==> config.mk <==
export PLATFORM = sky130hd
export DESIGN_NAME = scf_spi_command_frame_slave
export DESIGN_NICKNAME = d
export VERILOG_FILES = /design/src/scf_pkg.sv /design/src/scf_spi_command_frame_slave.sv
export SDC_FILE = /design/constraint.sdc
export NUM_CORES = 1
export LEC_CHECK = 0
export ABC_AREA = 0
export BUFFER_PORTS_ARGS = -buffer_cell sky130_fd_sc_hd__buf_2
export CAP_MARGIN = 20
export CORE_MARGIN = 2
export CORE_UTILIZATION = 50
export DETAILED_ROUTE_END_ITERATION = 8
export PLACE_DENSITY = 0.7
export REMOVE_ABC_BUFFERS = 1
export SYNTH_ARGS = -nofsm -noshare
export SYNTH_HDL_FRONTEND = slang
export SYNTH_SLANG_ARGS = --single-unit
==> constraint.sdc <==
create_clock -name clk_sys -period 3.34 [get_ports clk_sys]
set_input_delay 0.167 -clock clk_sys [delete_from_list [all_inputs] [get_ports clk_sys]]
set_output_delay 0.167 -clock clk_sys [all_outputs]
set_load 0.01 [all_outputs]
==> src/scf_pkg.sv <==
// Overview of operation
// - Reply to a command comes next frame
// - Length must be 16, 24 or 32 clocks
// - After reset send reset-report frame first
// - Prefix 11 is a write syntax error
// - Prefix 00 read is a syntax error
// - Unmapped address access is a syntax error
// - Top bit 0, trailer not 10, requests standard diagnosis
// - Write frame updates register, replies diagnosis
// - Read frame reply echoes address and content
// - Four-bit bank plus two-bit sub select register
// - Shift one bit per serial clock
// - Act on data only at select release
// - Fault flag low for 16, 24, 32 clocks
// - First reply after reset flags fault, reports
package scf_pkg;

  localparam int FRAME_BITS = 16;
  localparam int CNT_BITS = 6;
  localparam int REG_COUNT = 3;

  // Valid transfer lengths in serial clocks, then the clock count saturation value
  localparam logic [5:0] LEN_MIN = 6'h10;
  localparam logic [5:0] LEN_MID = 6'h18;
  localparam logic [5:0] LEN_MAX = 6'h20;
  localparam logic [5:0] CNT_SAT = 6'h3f;

  // Frame field positions
  localparam int POS_TOP = 15;
  localparam int POS_SECOND = 14;
  localparam int POS_BANK_HI = 13;
  localparam int POS_BANK_LO = 10;
  localparam int POS_SUB_HI = 9;
  localparam int POS_SUB_LO = 8;
  localparam int POS_FAULT = 10;

  localparam logic [1:0] RD_PREFIX = 2'h1;
  localparam logic [1:0] WR_PREFIX = 2'h2;
  localparam logic [1:0] RD_TRAILER = 2'h2;
  localparam logic [1:0] REPLY_PREFIX = 2'h2;

  // Addresses as {register_bank_select, register_sub_select}
  localparam logic [5:0] ADDR_OUT_CTRL = 6'h00;
  localparam logic [5:0] ADDR_MAP_SEL0 = 6'h04;
  localparam logic [5:0] ADDR_MAP_SEL1 = 6'h05;
  localparam logic [5:0] ADDR_RESET_REPORT = 6'h06;
  localparam logic [5:0] ADDR_SOFT_RESET = 6'h3f;

  localparam logic [7:0] RST_OUT_CTRL = 8'h00;
  localparam logic [7:0] RST_MAP_SEL0 = 8'h04;
  localparam logic [7:0] RST_MAP_SEL1 = 8'h08;

  // Reset report contents
  localparam logic [7:0] RPT_POWER_ON = 8'h01;
  localparam logic [7:0] RPT_SOFT = 8'h02;

  localparam logic [15:0] REPLY_POWER_ON = {REPLY_PREFIX, ADDR_RESET_REPORT, RPT_POWER_ON};
  localparam logic [15:0] REPLY_SOFT = {REPLY_PREFIX, ADDR_RESET_REPORT, RPT_SOFT};
  localparam logic [15:0] REPLY_SYNTAX = 16'hbf00;

  // Filtered pin idle levels {frame_select_n, sclk, sdi}
  localparam logic [2:0] PIN_IDLE = 3'h4;

endpackage

==> src/scf_spi_command_frame_slave.sv <==
`timescale 1ns/1ps
`default_nettype none
module scf_spi_command_frame_slave (
  input wire logic clk_sys,
  input wire logic rst,
  input wire logic sclk,
  input wire logic frame_select_n,
  input wire logic sdi,
  input wire logic uv_vs,
  input wire logic lop_vdd,
  input wire logic [1:0] op_mode,
  input wire logic open_load_off,
  input wire logic [7:0] chan_fault,
  output logic sdo,
  output logic sdo_oe_n,
  output logic [7:0] out_ctrl,
  output logic [7:0] map_sel0,
  output logic [7:0] map_sel1,
  output logic transfer_fault_flag
);

  // Pin synchroniser and glitch filter
  logic [2:0] pin_s1_reg;
  logic [2:0] pin_s2_reg;
  logic [2:0] pin_s3_reg;
  logic [2:0] pin_q_reg;
  logic [2:0] pin_q_next;
  logic [2:0] pin_d_reg;

  logic [15:0] shift_reg;
  logic [5:0] bit_cnt_reg;
  logic [15:0] reply_reg;
  logic [15:0] reply_next;
  logic sdo_reg;
  logic sdo_oe_n_reg;
  logic fault_reg;
  logic [7:0] rpt_reg;
  logic [7:0] regs_reg [0:scf_pkg::REG_COUNT-1];

  assign pin_q_next = ((pin_s2_reg ~^ pin_s3_reg) & pin_s3_reg)
                    | ((pin_s2_reg ^ pin_s3_reg) & pin_q_reg);

  always_ff @(posedge clk_sys or posedge rst) begin
    if (rst) begin
      pin_s1_reg <= scf_pkg::PIN_IDLE;
      pin_s2_reg <= scf_pkg::PIN_IDLE;
      pin_s3_reg <= scf_pkg::PIN_IDLE;
      pin_q_reg <= scf_pkg::PIN_IDLE;
      pin_d_reg <= scf_pkg::PIN_IDLE;
    end else begin
      pin_s1_reg <= {frame_select_n, sclk, sdi};
      pin_s2_reg <= pin_s1_reg;
      pin_s3_reg <= pin_s2_reg;
      pin_q_reg <= pin_q_next;
      pin_d_reg <= pin_q_reg;
    end
  end

  wire csn_q = pin_q_reg[2];
  wire sclk_q = pin_q_reg[1];
  wire sdi_q = pin_q_reg[0];
  wire frame_start = pin_d_reg[2] & ~csn_q;
  wire frame_end = ~pin_d_reg[2] & csn_q;
  wire sclk_rise = ~csn_q & ~pin_d_reg[1] & sclk_q;
  wire sclk_fall = ~csn_q & pin_d_reg[1] & ~sclk_q;

  // Command decode of the last sixteen bits shifted in
  wire [15:0] cmd = shift_reg;
  wire [5:0] cmd_addr = cmd[scf_pkg::POS_BANK_HI:scf_pkg::POS_SUB_LO];
  wire len_ok = (bit_cnt_reg == scf_pkg::LEN_MIN) | (bit_cnt_reg == scf_pkg::LEN_MID)
              | (bit_cnt_reg == scf_pkg::LEN_MAX);
  wire rd_frame = ~cmd[scf_pkg::POS_TOP] & (cmd[1:0] == scf_pkg::RD_TRAILER);
  wire wr_frame = cmd[scf_pkg::POS_TOP];
  wire rd_prefix_ok = cmd[15:14] == scf_pkg::RD_PREFIX;
  wire wr_prefix_ok = cmd[15:14] == scf_pkg::WR_PREFIX;
  wire hit_out = cmd_addr == scf_pkg::ADDR_OUT_CTRL;
  wire hit_map0 = cmd_addr == scf_pkg::ADDR_MAP_SEL0;
  wire hit_map1 = cmd_addr == scf_pkg::ADDR_MAP_SEL1;
  wire hit_rpt = cmd_addr == scf_pkg::ADDR_RESET_REPORT;
  wire hit_swr = cmd_addr == scf_pkg::ADDR_SOFT_RESET;
  wire hit_rw = hit_out | hit_map0 | hit_map1;
  wire [1:0] reg_idx = hit_map1 ? 2'h2 : (hit_map0 ? 2'h1 : 2'h0);
  wire rd_ok = rd_frame & rd_prefix_ok & (hit_rw | hit_rpt);
  wire wr_ok = wr_frame & wr_prefix_ok & hit_rw;
  wire swr_ok = wr_frame & wr_prefix_ok & hit_swr;
  wire syntax_err = (rd_frame & ~rd_ok) | (wr_frame & ~wr_ok & ~swr_ok);
  wire diag_req = ~cmd[scf_pkg::POS_TOP] & ~rd_frame;
  wire [7:0] rd_data = hit_rpt ? rpt_reg : regs_reg[reg_idx];
  wire [15:0] diag_word = {1'b0, uv_vs, lop_vdd, op_mode, ~len_ok, 1'b0,
                           open_load_off, chan_fault};
  wire do_write = frame_end & len_ok & wr_ok;
  wire do_swr = frame_end & len_ok & swr_ok;

  always_comb begin
    if (!len_ok) begin
      reply_next = diag_word;
    end else if (swr_ok) begin
      reply_next = scf_pkg::REPLY_SOFT;
    end else if (syntax_err) begin
      reply_next = scf_pkg::REPLY_SYNTAX;
    end else if (rd_ok) begin
      reply_next = {scf_pkg::REPLY_PREFIX, cmd_addr, rd_data};
    end else begin
      reply_next = diag_word;
    end
  end

  // Serial shifter: sample on falling clock, present on rising
  always_ff @(posedge clk_sys or posedge rst) begin
    if (rst) begin
      shift_reg <= 16'h0000;
      bit_cnt_reg <= 6'h00;
      sdo_reg <= 1'b0;
    end else if (frame_start) begin
      shift_reg <= reply_reg;
      bit_cnt_reg <= 6'h00;
      sdo_reg <= reply_reg[scf_pkg::POS_TOP];
    end else if (sclk_fall) begin
      shift_reg <= {shift_reg[14:0], sdi_q};
      if (bit_cnt_reg != scf_pkg::CNT_SAT) begin
        bit_cnt_reg <= bit_cnt_reg + 6'h01;
      end
    end else if (sclk_rise) begin
      sdo_reg <= shift_reg[scf_pkg::POS_TOP];
    end
  end

  // Reset reply pending until the first frame fetches it
  always_ff @(posedge clk_sys or posedge rst) begin
    if (rst) begin
      reply_reg <= scf_pkg::REPLY_POWER_ON;
      fault_reg <= 1'b1;
      sdo_oe_n_reg <= 1'b1;
    end else begin
      sdo_oe_n_reg <= csn_q;
      if (frame_end) begin
        reply_reg <= reply_next;
        fault_reg <= ~len_ok;
      end
    end
  end

  // Register bank; errors discard the command untouched
  always_ff @(posedge clk_sys or posedge rst) begin
    if (rst) begin
      regs_reg[0] <= scf_pkg::RST_OUT_CTRL;
      regs_reg[1] <= scf_pkg::RST_MAP_SEL0;
      regs_reg[2] <= scf_pkg::RST_MAP_SEL1;
      rpt_reg <= scf_pkg::RPT_POWER_ON;
    end else if (do_swr) begin
      regs_reg[0] <= scf_pkg::RST_OUT_CTRL;
      regs_reg[1] <= scf_pkg::RST_MAP_SEL0;
      regs_reg[2] <= scf_pkg::RST_MAP_SEL1;
      rpt_reg <= scf_pkg::RPT_SOFT;
    end else if (do_write) begin
      regs_reg[reg_idx] <= cmd[7:0];
    end
  end

  assign sdo = sdo_reg;
  assign sdo_oe_n = sdo_oe_n_reg;
  assign out_ctrl = regs_reg[0];
  assign map_sel0 = regs_reg[1];
  assign map_sel1 = regs_reg[2];
  assign transfer_fault_flag = fault_reg;
endmodule
`default_nettype wire

## Word-level counts from Yosys, hierarchy flattened

Cells that the tools add are included.

- Bits in registers: 82
- Bits of input ports: 18
- Output and inout port bits: 27
- Logic and storage cells: 100

- Add/subtract/negate cells: 1
- Magnitude comparators: 2
- Eq/ne operators: 12
- Multiplexer cells: 23
- Bitwise operators: 39
- Reduce and logical (&&, ||, !) cells: 8

Operators by type and width:

| cell | count |
|---|---|
| $mux W16 | 6 |
| $mux W24 | 2 |
| $mux W8 | 4 |
| $bwmux W24 | 1 |
| $and A1 B1 Y1 | 18 |
| $eq A6 B3 Y1 const B | 3 |
| $mux W6 | 3 |
| $bmux W8 S2 | 1 |
| $demux W8 S2 | 1 |
| $eq A6 B5 Y1 const B | 2 |
| $eq A6 B6 Y1 const B | 2 |
| $not A1 Y1 | 9 |
| $reduce_bool A2 Y1 | 4 |
| $add A6 B1 Y6 const B | 1 |
| $and A3 B3 Y3 | 2 |
| $logic_not A6 Y1 | 1 |
| $ne A6 B6 Y1 const B | 1 |
| $or A1 B1 Y1 | 6 |
| $eq A2 B2 Y1 const B | 2 |
| $mux W1 | 4 |
| $reduce_and A2 Y1 | 2 |
| $ge A3 B3 Y1 const B | 1 |
| $lt A3 B1 Y1 const B | 1 |
| $not A2 Y3 | 1 |
| 7 further kinds | 7 |

## Logic depth before layout (Yosys ltp)

- Depth in word-level cells: 12
- Mapped depth: 8
- Gate-level depth less buffers: 7

## Worst setup path after synthesis

Ideal clock, no wire load.

- Path kind: reg-to-reg
- Start point: register bit_cnt_reg[3]
- End point: register regs_reg (netlist bit map_sel1[3])
- Data arrival time: 1.783 ns
- Data required time: 3.258 ns
- Setup slack: 1.475 ns
- Cell stages (with the launch flop): 6
- Cell sequence: dfrtp_1 -> or3b_4 -> a211o_4 -> nor2_8 -> o21ai_4 -> mux2_4

- Word-level cells in the longest chain between the ends: 6
- Elaborated cells between the ends (all ways): 10
- Those cells by class: 3 x eq/ne; 1 x mux; 5 x bitwise; 1 x reduce/logical

RTL lines:

| item | RTL line | source |
|---|---|---|
| start, declared | scf_spi_command_frame_slave.sv:31 | `logic [5:0] bit_cnt_reg;` |
| start signal, assigned | scf_spi_command_frame_slave.sv:121 | `bit_cnt_reg <= bit_cnt_reg + 6'h01;` |
| $eq A6 B5 Y1 | scf_spi_command_frame_slave.sv:70 | `wire len_ok = (bit_cnt_reg == scf_pkg::LEN_MIN) \| (bit_cnt_reg == scf_pkg::LEN_MID)` |
| $or A1 B1 Y1 | scf_spi_command_frame_slave.sv:70 |  |
| $or A1 B1 Y1 * | scf_spi_command_frame_slave.sv:71 | `\| (bit_cnt_reg == scf_pkg::LEN_MAX);` |
| $and A1 B1 Y1 * | scf_spi_command_frame_slave.sv:91, scf_spi_command_frame_slave.sv:92 |  |
| $and A1 B1 Y1 (on tied branches) | scf_spi_command_frame_slave.sv:92, scf_spi_command_frame_slave.sv:91 |  |
| $mux W24 or $reduce_bool A2 Y1 (tied branches) | -- |  |
| end signal, assigned by index | scf_spi_command_frame_slave.sv:156 | `regs_reg[reg_idx] <= cmd[7:0];` |
| end, declared | scf_spi_command_frame_slave.sv:38 | `logic [7:0] regs_reg [0:scf_pkg::REG_COUNT-1];` |

Every way passes the cells marked *; elsewhere a longest branch is shown, timed or not.
A chain may end at the register's enable or synchronous reset.

## Worst setup path in the final report

- Start point: register shift_reg[11], in the netlist cmd[11]
- End point: register regs_reg (netlist bit map_sel0[2])

- Word-level cells in the longest chain between the ends: 11
- Elaborated cells between the ends (all ways): 22
- Those cells by class: 2 x order compare; 3 x eq/ne; 7 x mux; 7 x bitwise; 3 x reduce/logical

RTL lines:

| item | RTL line | source |
|---|---|---|
| start, declared | scf_spi_command_frame_slave.sv:30 | `logic [15:0] shift_reg;` |
| start signal, assigned | scf_spi_command_frame_slave.sv:115 | `shift_reg <= reply_reg;` |
| start signal, assigned | scf_spi_command_frame_slave.sv:119 | `shift_reg <= {shift_reg[14:0], sdi_q};` |
| $eq A6 B3 Y1 | scf_spi_command_frame_slave.sv:77 | `wire hit_map0 = cmd_addr == scf_pkg::ADDR_MAP_SEL0;` |
| $mux W1 | scf_spi_command_frame_slave.sv:82 | `wire [1:0] reg_idx = hit_map1 ? 2'h2 : (hit_map0 ? 2'h1 : 2'h0);` |
| $mux W2 | scf_spi_command_frame_slave.sv:82 |  |
| $not A2 Y3 (implied by the code) | scf_spi_command_frame_slave.sv:156 |  |
| $ge A3 B3 Y1 (implied by the code) or $lt A3 B1 Y1 (tied branches) | scf_spi_command_frame_slave.sv:156 |  |
| $logic_and A1 B1 Y1 (implied by the code) | scf_spi_command_frame_slave.sv:156 |  |
| $mux W8 (implied by the code) | scf_spi_command_frame_slave.sv:156 |  |
| $demux W8 S2 | scf_spi_command_frame_slave.sv:156 |  |
| $bwmux W24 | scf_spi_command_frame_slave.sv:156 |  |
| $mux W24 | scf_spi_command_frame_slave.sv:155 | `end else if (do_write) begin` |
| $mux W24 | scf_spi_command_frame_slave.sv:150 | `end else if (do_swr) begin` |

Parallel ways exist; a longest one is shown, timed or not. The select of a mux whose other input is x is not followed.

==> impl_metrics.prom <==
# TYPE chip_impl_metric gauge
chip_impl_info{name="outcome",value="complete, no violations"} 1
chip_impl_metric{name="number_of_input_and_output_port_buffers_inserted",unit=""} 44
chip_impl_metric{name="die_y",unit="microns"} 90.1
chip_impl_metric{name="global_route.usage.total",unit=""} 0.228
chip_impl_metric{name="timing.setup.tns",unit="ps"} 0
chip_impl_metric{name="ant_nets",unit=""} 0
chip_impl_metric{name="dr.first_iter.drc_count",unit=""} 343
chip_impl_metric{name="maxCapViolations",unit=""} 0
chip_impl_info{name="yosysTopAreaCell",value="sky130_fd_sc_hd__dfrtp_1"} 1
chip_impl_metric{name="final_setup_fails",unit=""} 0
chip_impl_metric{name="post_synth_top_area_share",unit=""} 0.452
chip_impl_metric{name="antenna_found_initial",unit=""} 0
chip_impl_metric{name="synth_edf_count",unit=""} 0
chip_impl_info{name="synth_top_family_by_area",value="compound AO/OA/AOI/OAI gates"} 1
chip_impl_metric{name="clock_sink_count",unit=""} 80
chip_impl_metric{name="number_of_buffers_inserted_to_repair_setup_after_cts",unit=""} 0
chip_impl_info{name="tritoncts",value="yes"} 1
chip_impl_info{name="ys_top_cells_by_area",value="sky130_fd_sc_hd__dfrtp_1, sky130_fd_sc_hd__dfstp_2, sky130_fd_sc_hd__a22o_1"} 1
chip_impl_metric{name="synth_area",unit="sq um"} 3710
chip_impl_metric{name="dp_cells",unit=""} 456
chip_impl_metric{name="synth.lib_cells_used.distinct",unit=""} 57
chip_impl_metric{name="clockBufferDepth",unit=""} 2
chip_impl_metric{name="drc_errors",unit=""} 0
chip_impl_metric{name="power",unit="W"} 0.00246
chip_impl_metric{name="cp.required",unit="ps"} 3610
chip_impl_metric{name="clk_pin_slew_worst_setup_hold_paths",unit="ps"} 90
chip_impl_info{name="hold_class",value="input port to register"} 1
chip_impl_metric{name="final_min_period_over_clock_period",unit=""} 0.680
chip_impl_metric{name="postRouteWirelength",unit="mm"} 8.75
chip_impl_metric{name="worst_ep_arrival_time",unit="ps"} 2550
chip_impl_metric{name="via_count",unit=""} 2850
chip_impl_metric{name="nNetsFinal",unit=""} 395
chip_impl_metric{name="synthMuxAreaShare",unit=""} 0.0256
chip_impl_metric{name="viasPerCell",unit=""} 5.99
chip_impl_info{name="timing_worst_setup_path_type",value="register to register"} 1
chip_impl_metric{name="synth_async_sr_flop_share",unit=""} 1.00
chip_impl_metric{name="timing.fmax",unit="MHz"} 440
chip_impl_metric{name="power.leakage",unit="nW"} 2.08
chip_impl_metric{name="clkLatencyLatePin",unit="ps"} 350
chip_impl_metric{name="ys.warnings.count",unit=""} 0
chip_impl_metric{name="finClkSkew",unit="ps"} 11.5
chip_impl_metric{name="pin_count_of_the_biggest_net_entering_global_routing",unit=""} 47
chip_impl_info{name="critPathLaunchType",value="register"} 1
chip_impl_metric{name="finalCriticalPeriod",unit="ps"} 2270
chip_impl_metric{name="fin_cells",unit=""} 476
chip_impl_metric{name="post_synth_and_or_nand_nor_area_fraction",unit=""} 0.142
chip_impl_metric{name="synth_compound_area_frac",unit=""} 0.217
chip_impl_metric{name="chipWidth",unit="microns"} 90.1
chip_impl_metric{name="xor_and_xnor_area_share_after_synthesis",unit=""} 0.00945
chip_impl_info{name="synth_top_flop_cell",value="sky130_fd_sc_hd__dfrtp_1"} 1
chip_impl_metric{name="first_pass_iters",unit=""} 6
chip_impl_metric{name="power_density",unit="nW/um^2"} 578
chip_impl_info{name="setup.worst_path.end_class",value="register"} 1
chip_impl_metric{name="critical_path.max_fanout",unit=""} 20
chip_impl_metric{name="drv_slew",unit=""} 0
chip_impl_metric{name="worst-slew-pin-transition",unit="ps"} 878
chip_impl_metric{name="syn-instance-count",unit=""} 319
chip_impl_metric{name="grt_pass1_wl",unit="mm"} 14.6
chip_impl_metric{name="initial_core_util",unit=""} 0.514
chip_impl_metric{name="drive_above_1_share",unit=""} 0.257
chip_impl_metric{name="postSynthRegisterBits",unit=""} 80
chip_impl_metric{name="placementRows",unit=""} 31
chip_impl_metric{name="core_region_area",unit="sq um"} 7210
chip_impl_metric{name="grt_pass1_vias",unit=""} 2770
chip_impl_metric{name="worst-r2r-setup-slack",unit="ps"} 1070
chip_impl_info{name="clock_tree.root_cell",value="sky130_fd_sc_hd__clkbuf_8"} 1
chip_impl_metric{name="wl_per_cell",unit="microns"} 18.4
chip_impl_metric{name="worst_ir_drop_vdd",unit="V"} 0.000408
chip_impl_metric{name="cts_made_buffers",unit=""} 9
chip_impl_metric{name="layout_setup_ws",unit="ps"} 1070
chip_impl_metric{name="grt_remaining_overflow",unit=""} 0
chip_impl_metric{name="die_area",unit="sq um"} 8120
chip_impl_metric{name="area_share_of_fa_ha_maj_cells_after_synthesis",unit=""} 0.0169
chip_impl_metric{name="place_ws",unit="ps"} 1110
chip_impl_metric{name="pin_count",unit=""} 45
chip_impl_metric{name="synth.yosys.seq_area_share",unit=""} 0.544
chip_impl_metric{name="place.detailed.hpwl",unit="mm"} 5.83
chip_impl_metric{name="slew_headroom",unit=""} 0.413
chip_impl_metric{name="finalHoldViolCount",unit=""} 0
chip_impl_metric{name="cts_htree_levels",unit=""} 3
chip_impl_metric{name="areaGrowthSynthToFinish",unit="%"} 14.8
chip_impl_info{name="rsz0062_at_grt",value="false"} 1
chip_impl_metric{name="place_congestion",unit=""} 0.934
chip_impl_metric{name="syn-mean-instance-area",unit="sq um"} 11.6
chip_impl_metric{name="insertedDiodeCount",unit=""} 0
## placed cells by master (no fill, tap or decap), types with 4 or more instances in the layout
cell / count
sky130_fd_sc_hd__dfrtp_1: 67
sky130_fd_sc_hd__buf_2: 44
sky130_fd_sc_hd__inv_1: 28
sky130_fd_sc_hd__nor2_1: 24
sky130_fd_sc_hd__a22o_1: 22
sky130_fd_sc_hd__nand2_1: 20
sky130_fd_sc_hd__a222oi_1: 16
sky130_fd_sc_hd__a21oi_1: 14
sky130_fd_sc_hd__dfstp_2: 13
sky130_fd_sc_hd__clkbuf_8: 10
sky130_fd_sc_hd__o221ai_1: 8
sky130_fd_sc_hd__mux2i_1: 8
sky130_fd_sc_hd__nand2b_1: 7
sky130_fd_sc_hd__buf_4: 6
sky130_fd_sc_hd__a21o_1: 5
sky130_fd_sc_hd__ha_1: 5
sky130_fd_sc_hd__nor2b_1: 4
sky130_fd_sc_hd__nor3_1: 4
sky130_fd_sc_hd__nor4_4: 4
sky130_fd_sc_hd__nand4_1: 4
sky130_fd_sc_hd__xor2_1: 4
sky130_fd_sc_hd__dlygate4sd3_1: 4
## worst max-delay path: stages, from the launching register on
cell and delay, ps:
sky130_fd_sc_hd__dfrtp_1 420, sky130_fd_sc_hd__nor3_1 260, sky130_fd_sc_hd__nand2_1 560, sky130_fd_sc_hd__nor4_4 720
sky130_fd_sc_hd__and2b_1 200, sky130_fd_sc_hd__a21oi_1 40
## metal layers
metal | routed length, microns | share of wire | GRT usage
met3 | 602 | 0.069 | 0.0369
met2 | 3870 | 0.44 | 0.335
met5 | 0 | 0 | 0
met4 | 131 | 0.015 | 0.0885
met1 | 4150 | 0.47 | 0.341
## worst paths after layout
kind,cells after the start,end,startpoint
min in group asynchronous,3,reply_reg[6],rst
worst min register to register,0,pin_s2_reg[1],pin_s1_reg[1]
worst max register to register,5,map_sel0[2],cmd[11]
max in group asynchronous,4,reply_reg[0],rst
worst max-delay path,5,map_sel0[2],cmd[11]
worst min-delay path,2,reply_reg[8],open_load_off
## cell families after synthesis
kind of cell | count (synthesis)
multiplexers | 9
AO/OA/AOI/OAI | 94
XOR/XNOR | 4
flip-flops | 80
AND/OR/NAND/NOR | 86
buffers and inverters | 41
adder cells (fa/ha/maj) | 5
## through the flow
stage	hold slack, ps	utilization	area (sq um)
2_1_floorplan	171	-	3650
3_3_place_gp	273	0.560	4040
3_5_place_dp	274	0.560	4040
4_1_cts	38.3	0.590	4260
5_1_grt	54.2	0.590	4260
6_report	44.9	0.590	4260
## Yosys cell counts, drive strengths merged, types with 2 or more instances
master / number
nand2b: 8
nor2: 25
nor3: 6
nand3: 2
nand2: 20
buf: 4
a31oi: 2
a22o: 22
nor2b: 4
nand4: 4
dfrtp: 67
mux2i: 8
a21o: 5
clkbuf: 8
xor2: 4
inv: 29
o21ai: 6
dfstp: 13
a2bb2oi: 2
a221o: 3
and3: 2
a222oi: 16
nor4: 4
o31ai: 2
or3b: 3
a211o: 2
a21oi: 15
ha: 5
o221ai: 8
and2: 3
## report_power, final
part / switching, W / internal [W]
sequential: 0.000161 / 0.00110
combinational: 0.000344 / 0.000206
clock: 0.000355 / 0.000292
total: 0.000860 / 0.00160
## final cells by class
cell class,instances,area [sq um]
fill,628,2960
sequential,80,2020
multi-input combinational,198,1520
timing repair buffer,54,305
clock buffer,12,145
tap,99,124
inverter,29,110
clock inverter,4,28.8
## repair_timing
| action | in CTS | in global routing |
|---|---|---|
| hold endpoints to repair | 44 | 0 |
| hold buffers | 4 | 0 |
| gates resized for setup | 0 | 0 |
(Power assumes the default switching activity.)
